### config.mk
export PLATFORM = sky130hd
export DESIGN_NAME = umc_top
export DESIGN_NICKNAME = d
export VERILOG_FILES = /design/src/umc_pkg.sv /design/src/umc_sync.sv /design/src/umc_top.sv
export SDC_FILE = /design/constraint.sdc
export NUM_CORES = 1
export LEC_CHECK = 0
export BUFFER_PORTS_ARGS = -buffer_cell sky130_fd_sc_hd__buf_2
export CAP_MARGIN = 40
export CELL_PAD_IN_SITES_DETAIL_PLACEMENT = 2
export CELL_PAD_IN_SITES_GLOBAL_PLACEMENT = 2
export CORE_MARGIN = 4
export CORE_UTILIZATION = 37
export CTS_BUF_LIST = sky130_fd_sc_hd__clkbuf_4 sky130_fd_sc_hd__clkbuf_8 sky130_fd_sc_hd__clkbuf_16
export DETAILED_ROUTE_END_ITERATION = 12
export MAX_ROUTING_LAYER = met4
export PLACE_DENSITY = 0.82
export SYNTH_ARGS = -nofsm -noshare
export SYNTH_HDL_FRONTEND = slang
export SYNTH_HIERARCHICAL = 1
export SYNTH_SLANG_ARGS = --single-unit
### constraint.sdc
create_clock -name clk_i -period 5.4 [get_ports clk_i]
set_input_delay 0.27 -clock clk_i [delete_from_list [all_inputs] [get_ports clk_i]]
set_output_delay 0.27 -clock clk_i [all_outputs]
set_load 0.05 [all_outputs]
### src/umc_pkg.sv
package umc_pkg;

    // ****************************************
    // timing
    // ****************************************
    localparam int unsigned CLK_HZ     = 40_000_000;
    localparam int unsigned MIN_ON_MS  = 400;
    // least time in whole cycles, kHz truncated, forced to at least one
    localparam int unsigned MIN_ON_CYC =
        (CLK_HZ / 1000 * MIN_ON_MS + 0) > 0 ?
        (CLK_HZ / 1000 * MIN_ON_MS) : 1;
    localparam int          CNT_W      = 24;

    // ****************************************
    // register map (byte addresses)
    // ****************************************
    localparam logic [3:0] CTRL_OFS  = 4'h0;
    localparam logic [3:0] STAT_OFS  = 4'h4;
    localparam logic [3:0] CNT_OFS   = 4'h8;

    localparam int         CTRL_EN   = 0;
    localparam int         CTRL_SC   = 1;
    localparam logic [1:0] CTRL_RST  = 2'h1;

    localparam int         ST_PASS   = 0;
    localparam int         ST_RELAY  = 1;
    localparam int         ST_PROC   = 2;
    localparam int         ST_MAINT  = 3;
    localparam int         ST_RUN    = 4;
    localparam int         ST_SUPP   = 5;
    localparam int         ST_W      = 6;

    // ****************************************
    // pins
    // ****************************************
    localparam int PB_W     = 8;
    localparam int STOP_IDX = 0;

    typedef struct packed {
        logic            key_maint;
        logic            wait_state;
        logic            manual;
        logic            start_op;
        logic            load_op;
        logic            reset_op;
        logic            clk_pulse;
        logic            machine_check;
        logic            initial_program_load;
        logic            check_disable_position;
        logic            stor_hold;
        logic            meter_in;
        logic [PB_W-1:0] pushbutton;
    } umc_pins_s;

    typedef struct packed {
        logic proc_meter;
        logic maint_meter;
        logic meter_drive_relay;
        logic cpu_running;
        logic meter_out;
    } umc_drv_s;

endpackage

### src/umc_sync.sv
`timescale 1ns/100ps
module umc_sync
#(
    parameter int W = 1
)
(
    input  wire logic         clk_i,
    input  wire logic         sys_rst_i,
    input  wire logic         ce_i,
    input  wire logic [W-1:0] d_i,
    output logic      [W-1:0] q_o
);

    logic [W-1:0] meta_r;

    // first stage feeds only the second one
    always_ff @(posedge clk_i or posedge sys_rst_i)
    begin
        if (sys_rst_i)
        begin
            meta_r <= '0;
            q_o    <= '0;
        end
        else if (ce_i)
        begin
            meta_r <= d_i;
            q_o    <= meta_r;
        end
    end

endmodule

### src/umc_top.sv
// Notes on behaviour
// - normal key position drives process meter, maintenance position the other
// - meter runs while pass trigger set and (active or channel request)
// - any pushbutton pulses meter, except stop while already manual
// - start, load or reset operation sets the pass trigger
// - single-cycle mode clears pass trigger after one gated pulse
// - machine check suppresses time recording
// - check during program load with check disabled keeps recording
// - outside program load, storage hold switch keeps recording on check
// - running indication unless waiting, manual, or check-suppressed
// - process-time indication while process meter records
// - each meter activation lasts at least 400 ms
// - relay output energised whenever the selected meter runs
//
// Added by the designer: the register offsets and the Wishbone slave port.
`timescale 1ns/100ps
module umc_top
    import umc_pkg::*;
#(
    parameter int unsigned MIN_CYC = MIN_ON_CYC
)
(
    // clock, reset, enable
    input  wire logic               clk_i,
    input  wire logic               sys_rst_i,
    input  wire logic               ce_i,
    // wishbone slave
    input  wire logic               cyc_i,
    input  wire logic               stb_i,
    input  wire logic               we_i,
    input  wire logic [3:0]         adr_i,
    input  wire logic [3:0]         sel_i,
    input  wire logic [31:0]        dat_i,
    output logic      [31:0]        dat_o,
    output logic                    ack_o,
    // console and channel pins
    input  wire umc_pkg::umc_pins_s pins_i,
    // meter and channel drives
    output umc_pkg::umc_drv_s       drv_o
);

    import umc_pkg::*;

    // ****************************************
    // pin synchronisers
    // ****************************************
    localparam int PIN_W = $bits(umc_pins_s);

    logic [PIN_W-1:0] pins_raw;
    logic [PIN_W-1:0] pins_q;
    umc_pins_s        pin;
    umc_pins_s        pin_d_r;

    assign pins_raw = pins_i;
    assign pin      = pins_q;

    umc_sync
    #(
        .W         (PIN_W)
    )
    u_sync
    (
        .clk_i     (clk_i),
        .sys_rst_i (sys_rst_i),
        .ce_i      (ce_i),
        .d_i       (pins_raw),
        .q_o       (pins_q)
    );

    // previous synchronised sample for edge detection
    always_ff @(posedge clk_i or posedge sys_rst_i)
    begin
        if (sys_rst_i)
            pin_d_r <= '0;
        else if (ce_i)
            pin_d_r <= pin;
    end

    // ****************************************
    // state
    // ****************************************
    logic [1:0]       ctrl_r;
    logic             pass_r;
    logic             exempt_r;
    logic [CNT_W-1:0] cnt_r;
    logic [CNT_W-1:0] cnt_nxt;
    logic             pass_nxt;
    umc_drv_s         drv_nxt;

    // ****************************************
    // pass-pulse trigger
    // ****************************************
    wire op_rise  = (pin.start_op & ~pin_d_r.start_op)
                  | (pin.load_op  & ~pin_d_r.load_op)
                  | (pin.reset_op & ~pin_d_r.reset_op);
    wire trig_set = op_rise;
    wire pulse_up = pin.clk_pulse & ~pin_d_r.clk_pulse;
    wire single   = ctrl_r[CTRL_SC];
    // one gated pulse in single-cycle mode ends the pass
    wire trig_clr = single & pass_r & pulse_up;

    // a set in the clearing cycle wins
    assign pass_nxt = trig_set ? 1'b1 :
                      trig_clr ? 1'b0 : pass_r;

    // ****************************************
    // machine-check handling
    // ****************************************
    wire mchk_rise  = pin.machine_check & ~pin_d_r.machine_check;
    // exemption is judged at the moment the check arrives
    wire exempt_now =
        (pin.initial_program_load & pin.check_disable_position)
      | (~pin.initial_program_load & pin.stor_hold);
    wire exempt     = mchk_rise ? exempt_now : exempt_r;
    wire suppress   = pin.machine_check & ~exempt;

    // ****************************************
    // recording decision
    // ****************************************
    wire active   = ~pin.wait_state & ~pin.manual;
    // channel request keeps the meter going during wait or manual
    wire run_req  = ctrl_r[CTRL_EN] & pass_r
                  & (active | pin.meter_in)
                  & ~suppress;

    wire [PB_W-1:0] pb_rise = pin.pushbutton & ~pin_d_r.pushbutton;
    wire [PB_W-1:0] pb_mask;
    // stop is ignored as a meter event once already manual
    assign pb_mask = pin.manual ?
                     ~(PB_W'(1) << STOP_IDX) : {PB_W{1'b1}};
    wire pb_hit   = ctrl_r[CTRL_EN] & |(pb_rise & pb_mask);

    wire activate = run_req | pb_hit;

    // ****************************************
    // minimum on-time stretch
    // ****************************************
    localparam logic [CNT_W-1:0] RELOAD = CNT_W'(MIN_CYC);

    // reload on each request, so a held request never lets it lapse
    assign cnt_nxt = activate ? RELOAD :
                     (cnt_r != '0) ? cnt_r - CNT_W'(1) : cnt_r;

    wire relay_nxt = (cnt_nxt != '0);

    // ****************************************
    // meter and channel drives
    // ****************************************
    always_comb
    begin
        drv_nxt                   = '0;
        drv_nxt.meter_drive_relay = relay_nxt;
        drv_nxt.proc_meter        = relay_nxt & ~pin.key_maint;
        drv_nxt.maint_meter       = relay_nxt &  pin.key_maint;
        drv_nxt.cpu_running       = active & ~suppress;
        drv_nxt.meter_out         = relay_nxt & ~pin.key_maint;
    end

    always_ff @(posedge clk_i or posedge sys_rst_i)
    begin
        if (sys_rst_i)
        begin
            pass_r   <= 1'b0;
            exempt_r <= 1'b0;
            cnt_r    <= '0;
            drv_o    <= '0;
        end
        else if (ce_i)
        begin
            pass_r   <= pass_nxt;
            cnt_r    <= cnt_nxt;
            drv_o    <= drv_nxt;
            if (mchk_rise)
                exempt_r <= exempt_now;
        end
    end

    // ****************************************
    // wishbone slave
    // ****************************************
    // one wait state: ack follows the request by one edge
    wire        req     = cyc_i & stb_i & ~ack_o;
    wire        hit_ctl = (adr_i == CTRL_OFS);
    wire        hit_st  = (adr_i == STAT_OFS);
    wire        hit_cnt = (adr_i == CNT_OFS);
    wire        wr_ctl  = req & we_i & hit_ctl & sel_i[0];

    wire [ST_W-1:0] stat_v;
    assign stat_v[ST_PASS]  = pass_r;
    assign stat_v[ST_RELAY] = drv_o.meter_drive_relay;
    assign stat_v[ST_PROC]  = drv_o.proc_meter;
    assign stat_v[ST_MAINT] = drv_o.maint_meter;
    assign stat_v[ST_RUN]   = drv_o.cpu_running;
    assign stat_v[ST_SUPP]  = suppress;

    // unmapped addresses acknowledge and read zero
    wire [31:0] rd_mux  = hit_ctl ? {30'h0, ctrl_r}            :
                          hit_st  ? {{(32-ST_W){1'b0}}, stat_v} :
                          hit_cnt ? {{(32-CNT_W){1'b0}}, cnt_r} :
                          32'h0;

    always_ff @(posedge clk_i or posedge sys_rst_i)
    begin
        if (sys_rst_i)
        begin
            ctrl_r <= CTRL_RST;
            ack_o  <= 1'b0;
            dat_o  <= 32'h0;
        end
        else if (ce_i)
        begin
            ack_o <= req;
            if (req & ~we_i)
                dat_o <= rd_mux;
            if (wr_ctl)
                ctrl_r <= dat_i[1:0];
        end
    end
endmodule

==> results.sh, run 1 <==
export IMPL_status="complete, no violations"
export IMPL_clkLatencyLatePin_ps=360
export IMPL_num_vias=4098
export IMPL_final_min_clock_period_ps=3510
export IMPL_p_leak_nw=2.63
export IMPL_peakVddDrop_mv=0.241
export IMPL_synth_top_cell_by_area="dfrtp_1"
export IMPL_synth_top_cell_area_share=0.511
export IMPL_rsz0062_at_grt="no"
export IMPL_place_congestion=0.860
export IMPL_dp_hpwl_um=10400
export IMPL_postRouteWirelength_um=14900
export IMPL_multiInputGateArea_um2=2320
export IMPL_dieArea_um2=16400
export IMPL_placementRows=43
export IMPL_syn2layout_area_growth_pct=13.8
export IMPL_drive_gt1_frac=0.277
export IMPL_first_pass_iters=4
export IMPL_critPathKind="reg2reg"
export IMPL_p_total_mw=2.25
export IMPL_yosysMostFrequentCell="dfrtp_1"
export IMPL_synth_async_reset_ratio=1.00
export IMPL_drtIter0Drc=156
export IMPL_yosys_warnings=6
export IMPL_place_area_um2=5750
export IMPL_antenna_cells=0
export IMPL_ys_top_cells_by_area="dfrtp_1, mux2_2, o21ai_0, nand2_1, clkbuf_1"
export IMPL_cp_end_kind="register"
export IMPL_synth_compound_area_frac=0.130
export IMPL_via_per_inst=5.46
export IMPL_ys_top_cells_by_count="dfrtp_1, nand2_1, o21ai_0"
export IMPL_syn_area_um2=5340
export IMPL_drv_cap=0
export IMPL_syn_avg_cell_area_um2=10.3
export IMPL_ys_seq_area_frac=0.516
export IMPL_hold_class="in2async"
export IMPL_io_buffers=62
export IMPL_area_sequential_um2=2750
export IMPL_synth_fa_ha_area_frac=0.00469
export IMPL_track_usage=0.196
export IMPL_clock_path_buffers=2
export IMPL_pwr_density_cell_nw_per_um2=370
export IMPL_ys_ff_latch=110
export IMPL_routedWlPerCell_um=19.8
export IMPL_ios=104
export IMPL_hold_viol_final=0
export IMPL_root_buffer="clkbuf_16"
export IMPL_drc=0
export IMPL_path_max_fanout=18
export IMPL_synth_simple_area_share=0.166
export IMPL_finalCritPeriodShare=0.651
export IMPL_slew_headroom=0.475
export IMPL_slew_viol_final=0
export IMPL_antenna_found_initial=0
export IMPL_synth_cell_types=55
export IMPL_arrival_ps=3730
export IMPL_fin_util=0.434
export IMPL_cts_setup_buffers=0
export IMPL_setup_violations_final=0
export IMPL_synth_edff_count=0
export IMPL_synth_top_family_by_area="simple AND/OR/NAND/NOR gates"
export IMPL_core_area_um2=14000
export IMPL_worstMarginPinSlew_ps=781
export IMPL_ff2ff_setup_slack_ps=1890
export IMPL_hold_buffers=0
export IMPL_finalInstanceArea_um2=6070
export IMPL_grt_ovfl_total=0
export IMPL_start_kind="register"
export IMPL_synthFlopType="dfrtp_1"
export IMPL_htree_levels=3
export IMPL_syn_instance_count=519
export IMPL_clock_fmax_ghz=0.285
export IMPL_clkSlewWorstSetupHoldPaths_ps=80
export IMPL_cts_tree="built"
export IMPL_nets=634
export IMPL_cts_buffers_inserted=9
export IMPL_synth_xor_area_frac=0.0164
export IMPL_grt_pass1_vias=4564
export IMPL_floorplan_initialDensity=0.382
export IMPL_fillers=1487
export IMPL_timing_hold_ws_ps=4.31
export IMPL_worstPathRequired_ps=5610
export IMPL_grt_pass1_wl_um=24700
export IMPL_grt_max_degree=59
export IMPL_ant_nets=0
export IMPL_die_h_um=128
export IMPL_timing_setup_tns_ps=0
export IMPL_muxShareOfSynthArea=0.112
export IMPL_finClkSkew_ps=12.2
export IMPL_cts_resized_gates=0
export IMPL_die_x_um=128
export IMPL_cts_sinks=110
==> path summary, 6_finish.rpt <==
path,from,end,cells after the start
setup reg to reg,cnt_r[8],drv_o[2],7
hold reg to reg,dat_o[6],dat_o[6],2
max in group asynchronous,sys_rst_i,ctrl_r[0],4
hold / removal,sys_rst_i,pin_d_r[14],3
min in group clk_i,pins_i[18],u_sync/meta_r[18],2
setup / recovery,cnt_r[8],drv_o[2],7
==> final cells by class <==
| type | instances | area share |
|---|---|---|
| repair buffers | 71 | 0.0643 |
| clock buffers | 10 | 0.0393 |
| flip-flops and latches | 110 | 0.453 |
| clock inverters | 6 | 0.0134 |
| inverters | 16 | 0.00989 |
| well taps | 180 | 0.0371 |
| multi-input cells | 358 | 0.383 |
==> cells in the final DEF, fill, tap and decap left out, types with 4 or more instances in the layout <==
cell type / count
buf_4: 6
conb_1: 8
o21ai_0: 69
nor4_1: 8
or3_1: 5
a21oi_1: 9
nand3_1: 9
nor2_1: 17
xnor2_1: 6
nand2b_1: 13
xor2_1: 4
nor2b_1: 7
dfrtp_1: 109
a22oi_1: 4
o31ai_1: 6
mux2_2: 52
inv_1: 15
a31oi_1: 4
nand2_1: 70
buf_2: 63
nor3_1: 14
clkbuf_16: 9
a22o_1: 5
==> stage by stage <==
stage	instances	setup WS [ps]
4_1_cts	751	1860
3_5_place_dp	735	1910
3_3_place_gp	732	1890
2_1_floorplan	526	2280
5_1_grt	751	1750
6_report	751	1890
==> worst max-delay path, stage by stage (launching register included) <==
cell and delay (ps):
dfrtp_1 490, or4_4 620, or4_4 570, nor2_4 400, o211ai_1 190, or4_1 600, a2111oi_4 350, a21oi_1 130
==> sequential cells by signal (all words and copies together) (netlist names) <==
name and cells:
ack_o 1, pin_d_r 13, ctrl_r 2, dat_o 24, exempt_r 1, u_sync/q_o 20
cnt_r 24, pass_r 1, u_sync/meta_r 20, drv_o 4
==> logic make-up (layout without fill, tap and decap cells) <==
logic type,count (synthesis),in the layout
simple gates,172,172
compound gates,113,113
flops,110,110
buf+inv,58,103
mux,53,53
xor+xnor,10,10
fa+ha+maj,2,2
other cells,1,8
==> layer usage <==
layer  vias to the layer above  part of all wire  wire (um)  GRT usage
met5                         -                 0          0          -
met4                         0             0.014        213     0.0468
met3                        16             0.029        433     0.0363
met2                        76              0.53       7950      0.349
met1                      2102              0.42       6270      0.230
li1                       1904                 -          -          -
==> where the power goes <==
group / switching, mW / internal [mW] / leakage (nW) / total [mW]
Sequential: 0.0983 / 0.915 / 1.36 / 1.01
Clock: 0.335 / 0.386 / 0.159 / 0.722
Combinational: 0.319 / 0.193 / 1.11 / 0.512
Note: power is estimated with default switching activity, not from simulation.
==> run 2, diff against run 1 <==
--- a/config.mk
+++ b/config.mk
@@ -10,11 +10,11 @@
 export CELL_PAD_IN_SITES_DETAIL_PLACEMENT = 2
 export CELL_PAD_IN_SITES_GLOBAL_PLACEMENT = 2
 export CORE_MARGIN = 4
-export CORE_UTILIZATION = 37
+export CORE_UTILIZATION = 35
 export CTS_BUF_LIST = sky130_fd_sc_hd__clkbuf_4 sky130_fd_sc_hd__clkbuf_8 sky130_fd_sc_hd__clkbuf_16
 export DETAILED_ROUTE_END_ITERATION = 12
 export MAX_ROUTING_LAYER = met4
-export PLACE_DENSITY = 0.82
+export PLACE_DENSITY = 0.78
 export SYNTH_ARGS = -nofsm -noshare
 export SYNTH_HDL_FRONTEND = slang
 export SYNTH_HIERARCHICAL = 1
==> constraint.sdc (replaced) <==
create_clock -name clk_i -period 3.3 [get_ports clk_i]
set_input_delay 0.165 -clock clk_i [delete_from_list [all_inputs] [get_ports clk_i]]
set_output_delay 0.165 -clock clk_i [all_outputs]
set_load 0.05 [all_outputs]
==> results.sh, run 2 (synthesized netlist as in run 1, its figures left out) <==
export IMPL_status="complete, no violations"
export IMPL_pwr_density_cell_nw_per_um2=597
export IMPL_finalCritPeriodShare=0.951
export IMPL_clock_path_buffers=2
export IMPL_place_area_um2=5860
export IMPL_htree_levels=3
export IMPL_placementRows=44
export IMPL_clock_fmax_ghz=0.319
export IMPL_grt_max_degree=47
export IMPL_ant_nets=0
export IMPL_arrival_ps=3360
export IMPL_first_pass_iters=4
export IMPL_slew_headroom=0.482
export IMPL_die_h_um=131
export IMPL_drtIter0Drc=152
export IMPL_drive_gt1_frac=0.300
export IMPL_worstMarginPinSlew_ps=777
export IMPL_peakVddDrop_mv=0.358
export IMPL_finClkSkew_ps=11.5
export IMPL_place_congestion=0.850
export IMPL_hold_viol_final=0
export IMPL_slowest_stage="or4_4"
export IMPL_track_usage=0.183
export IMPL_p_leak_nw=2.70
export IMPL_antenna_cells=0
export IMPL_syn2layout_area_growth_pct=16.2
export IMPL_clkLatencyLatePin_ps=360
export IMPL_reg_largest_list="cnt_r (24), dat_o (24)"
export IMPL_slew_viol_final=0
export IMPL_setup_slack_ps=162
export IMPL_die_x_um=131
export IMPL_ios=104
export IMPL_num_vias=4084
export IMPL_timing_setup_tns_ps=0
export IMPL_final_cells=770
export IMPL_via_per_inst=5.30
export IMPL_multiInputGateArea_um2=2340
export IMPL_cts_sinks=110
export IMPL_path_max_fanout=7
export IMPL_final_min_clock_period_ps=3140
export IMPL_grt_pass1_wl_um=24800
export IMPL_grt_ovfl_total=0
export IMPL_nets=649
export IMPL_p_total_mw=3.70
export IMPL_path_cells="or4_4 -> nor4_1 -> buf_4 -> nand3_1 -> xnor2_1 -> or4_1 -> a2111oi_4 -> a22oi_2"
export IMPL_postRouteWirelength_um=14900
export IMPL_start_kind="register"
export IMPL_final_cell_mix="dfrtp_1, nand2_1, o21ai_0"
export IMPL_io_buffers=62
export IMPL_cts_tree="built"
export IMPL_clkSlewWorstSetupHoldPaths_ps=80
export IMPL_preCtsSetupSlack_ps=80.5
export IMPL_floorplan_initialDensity=0.362
export IMPL_cp_slowest_stage_delay_ps=550
export IMPL_cts_setup_buffers=0
export IMPL_finalInstanceArea_um2=6200
export IMPL_area_sequential_um2=2760
export IMPL_place_inst=753
export IMPL_critPathKind="reg2reg"
export IMPL_timing_hold_ws_ps=28.5
export IMPL_drc=0
export IMPL_core_area_um2=14800
export IMPL_layout_commonest_cell="dfrtp_1"
export IMPL_cts_buffers_inserted=9
export IMPL_setup_violations_final=0
export IMPL_root_buffer="clkbuf_16"
export IMPL_antenna_found_initial=0
export IMPL_routedWlPerCell_um=19.4
export IMPL_grt_pass1_vias=4662
export IMPL_fillers=1600
export IMPL_cp_end_kind="register"
export IMPL_hold_class="in2reg"
export IMPL_dp_hpwl_um=11000
export IMPL_fin_util=0.420
export IMPL_drv_cap=0
export IMPL_dieArea_um2=17300
export IMPL_worstPathRequired_ps=3530
export IMPL_rsz0062_at_grt="no"
[run 2: path summary, 6_finish.rpt]
| path | cells after the start | start | endpoint | slack, ps |
|---|---|---|---|---|
| max in group asynchronous | 5 | sys_rst_i | dat_o[13] | 2230 |
| worst min-delay path | 2 | pins_i[7] | u_sync/meta_r[7] | 30 |
| worst min register to register | 2 | dat_o[13] | dat_o[13] | 470 |
| worst max-delay path | 8 | cnt_r[10] | drv_o[3] | 160 |
| min in group asynchronous | 3 | sys_rst_i | u_sync/meta_r[15] | 290 |
| worst max register to register | 8 | cnt_r[10] | drv_o[3] | 160 |
[run 2: area by class of cell]
class	count	share of cell area
Sequential cell	110	0.444
Multi-Input combinational cell	358	0.377
Timing Repair Buffer	86	0.0815
Tap cell	184	0.0371
Clock buffer	9	0.0363
Clock inverter	7	0.0143
Inverter	16	0.00968
[run 2: per-layer routing]
metal | vias to the layer above | share of wire | global-route usage
li1 | 1933 | - | -
met4 | 0 | 0.012 | 0.0414
met1 | 2073 | 0.41 | 0.206
met3 | 16 | 0.033 | 0.0440
met2 | 62 | 0.54 | 0.331
met5 | - | 0 | -
[run 2: report_power, final]
group          internal (mW)  switching, mW
sequential              1.50          0.139
clock                  0.608          0.548
combinational          0.359          0.551
[run 2: what timing repair did]
| action | in CTS | in global routing |
|---|---|---|
| endpoints found under the hold margin | 17 | 0 |
| hold buffers | 1 | 0 |
| endpoints found under the setup margin | 0 | 3 |
| resized for setup | 0 | 4 |
[run 2: worst max-delay path: cells and delay by family (launching register included)]
kind / cells / cell delay [ps]
AOI/OAI and AO/OA: 2 / 570
buffers and inverters: 1 / 210
DFF: 1 / 460
xor gates and xnor gates: 1 / 180
and+or+nand+nor: 4 / 1560
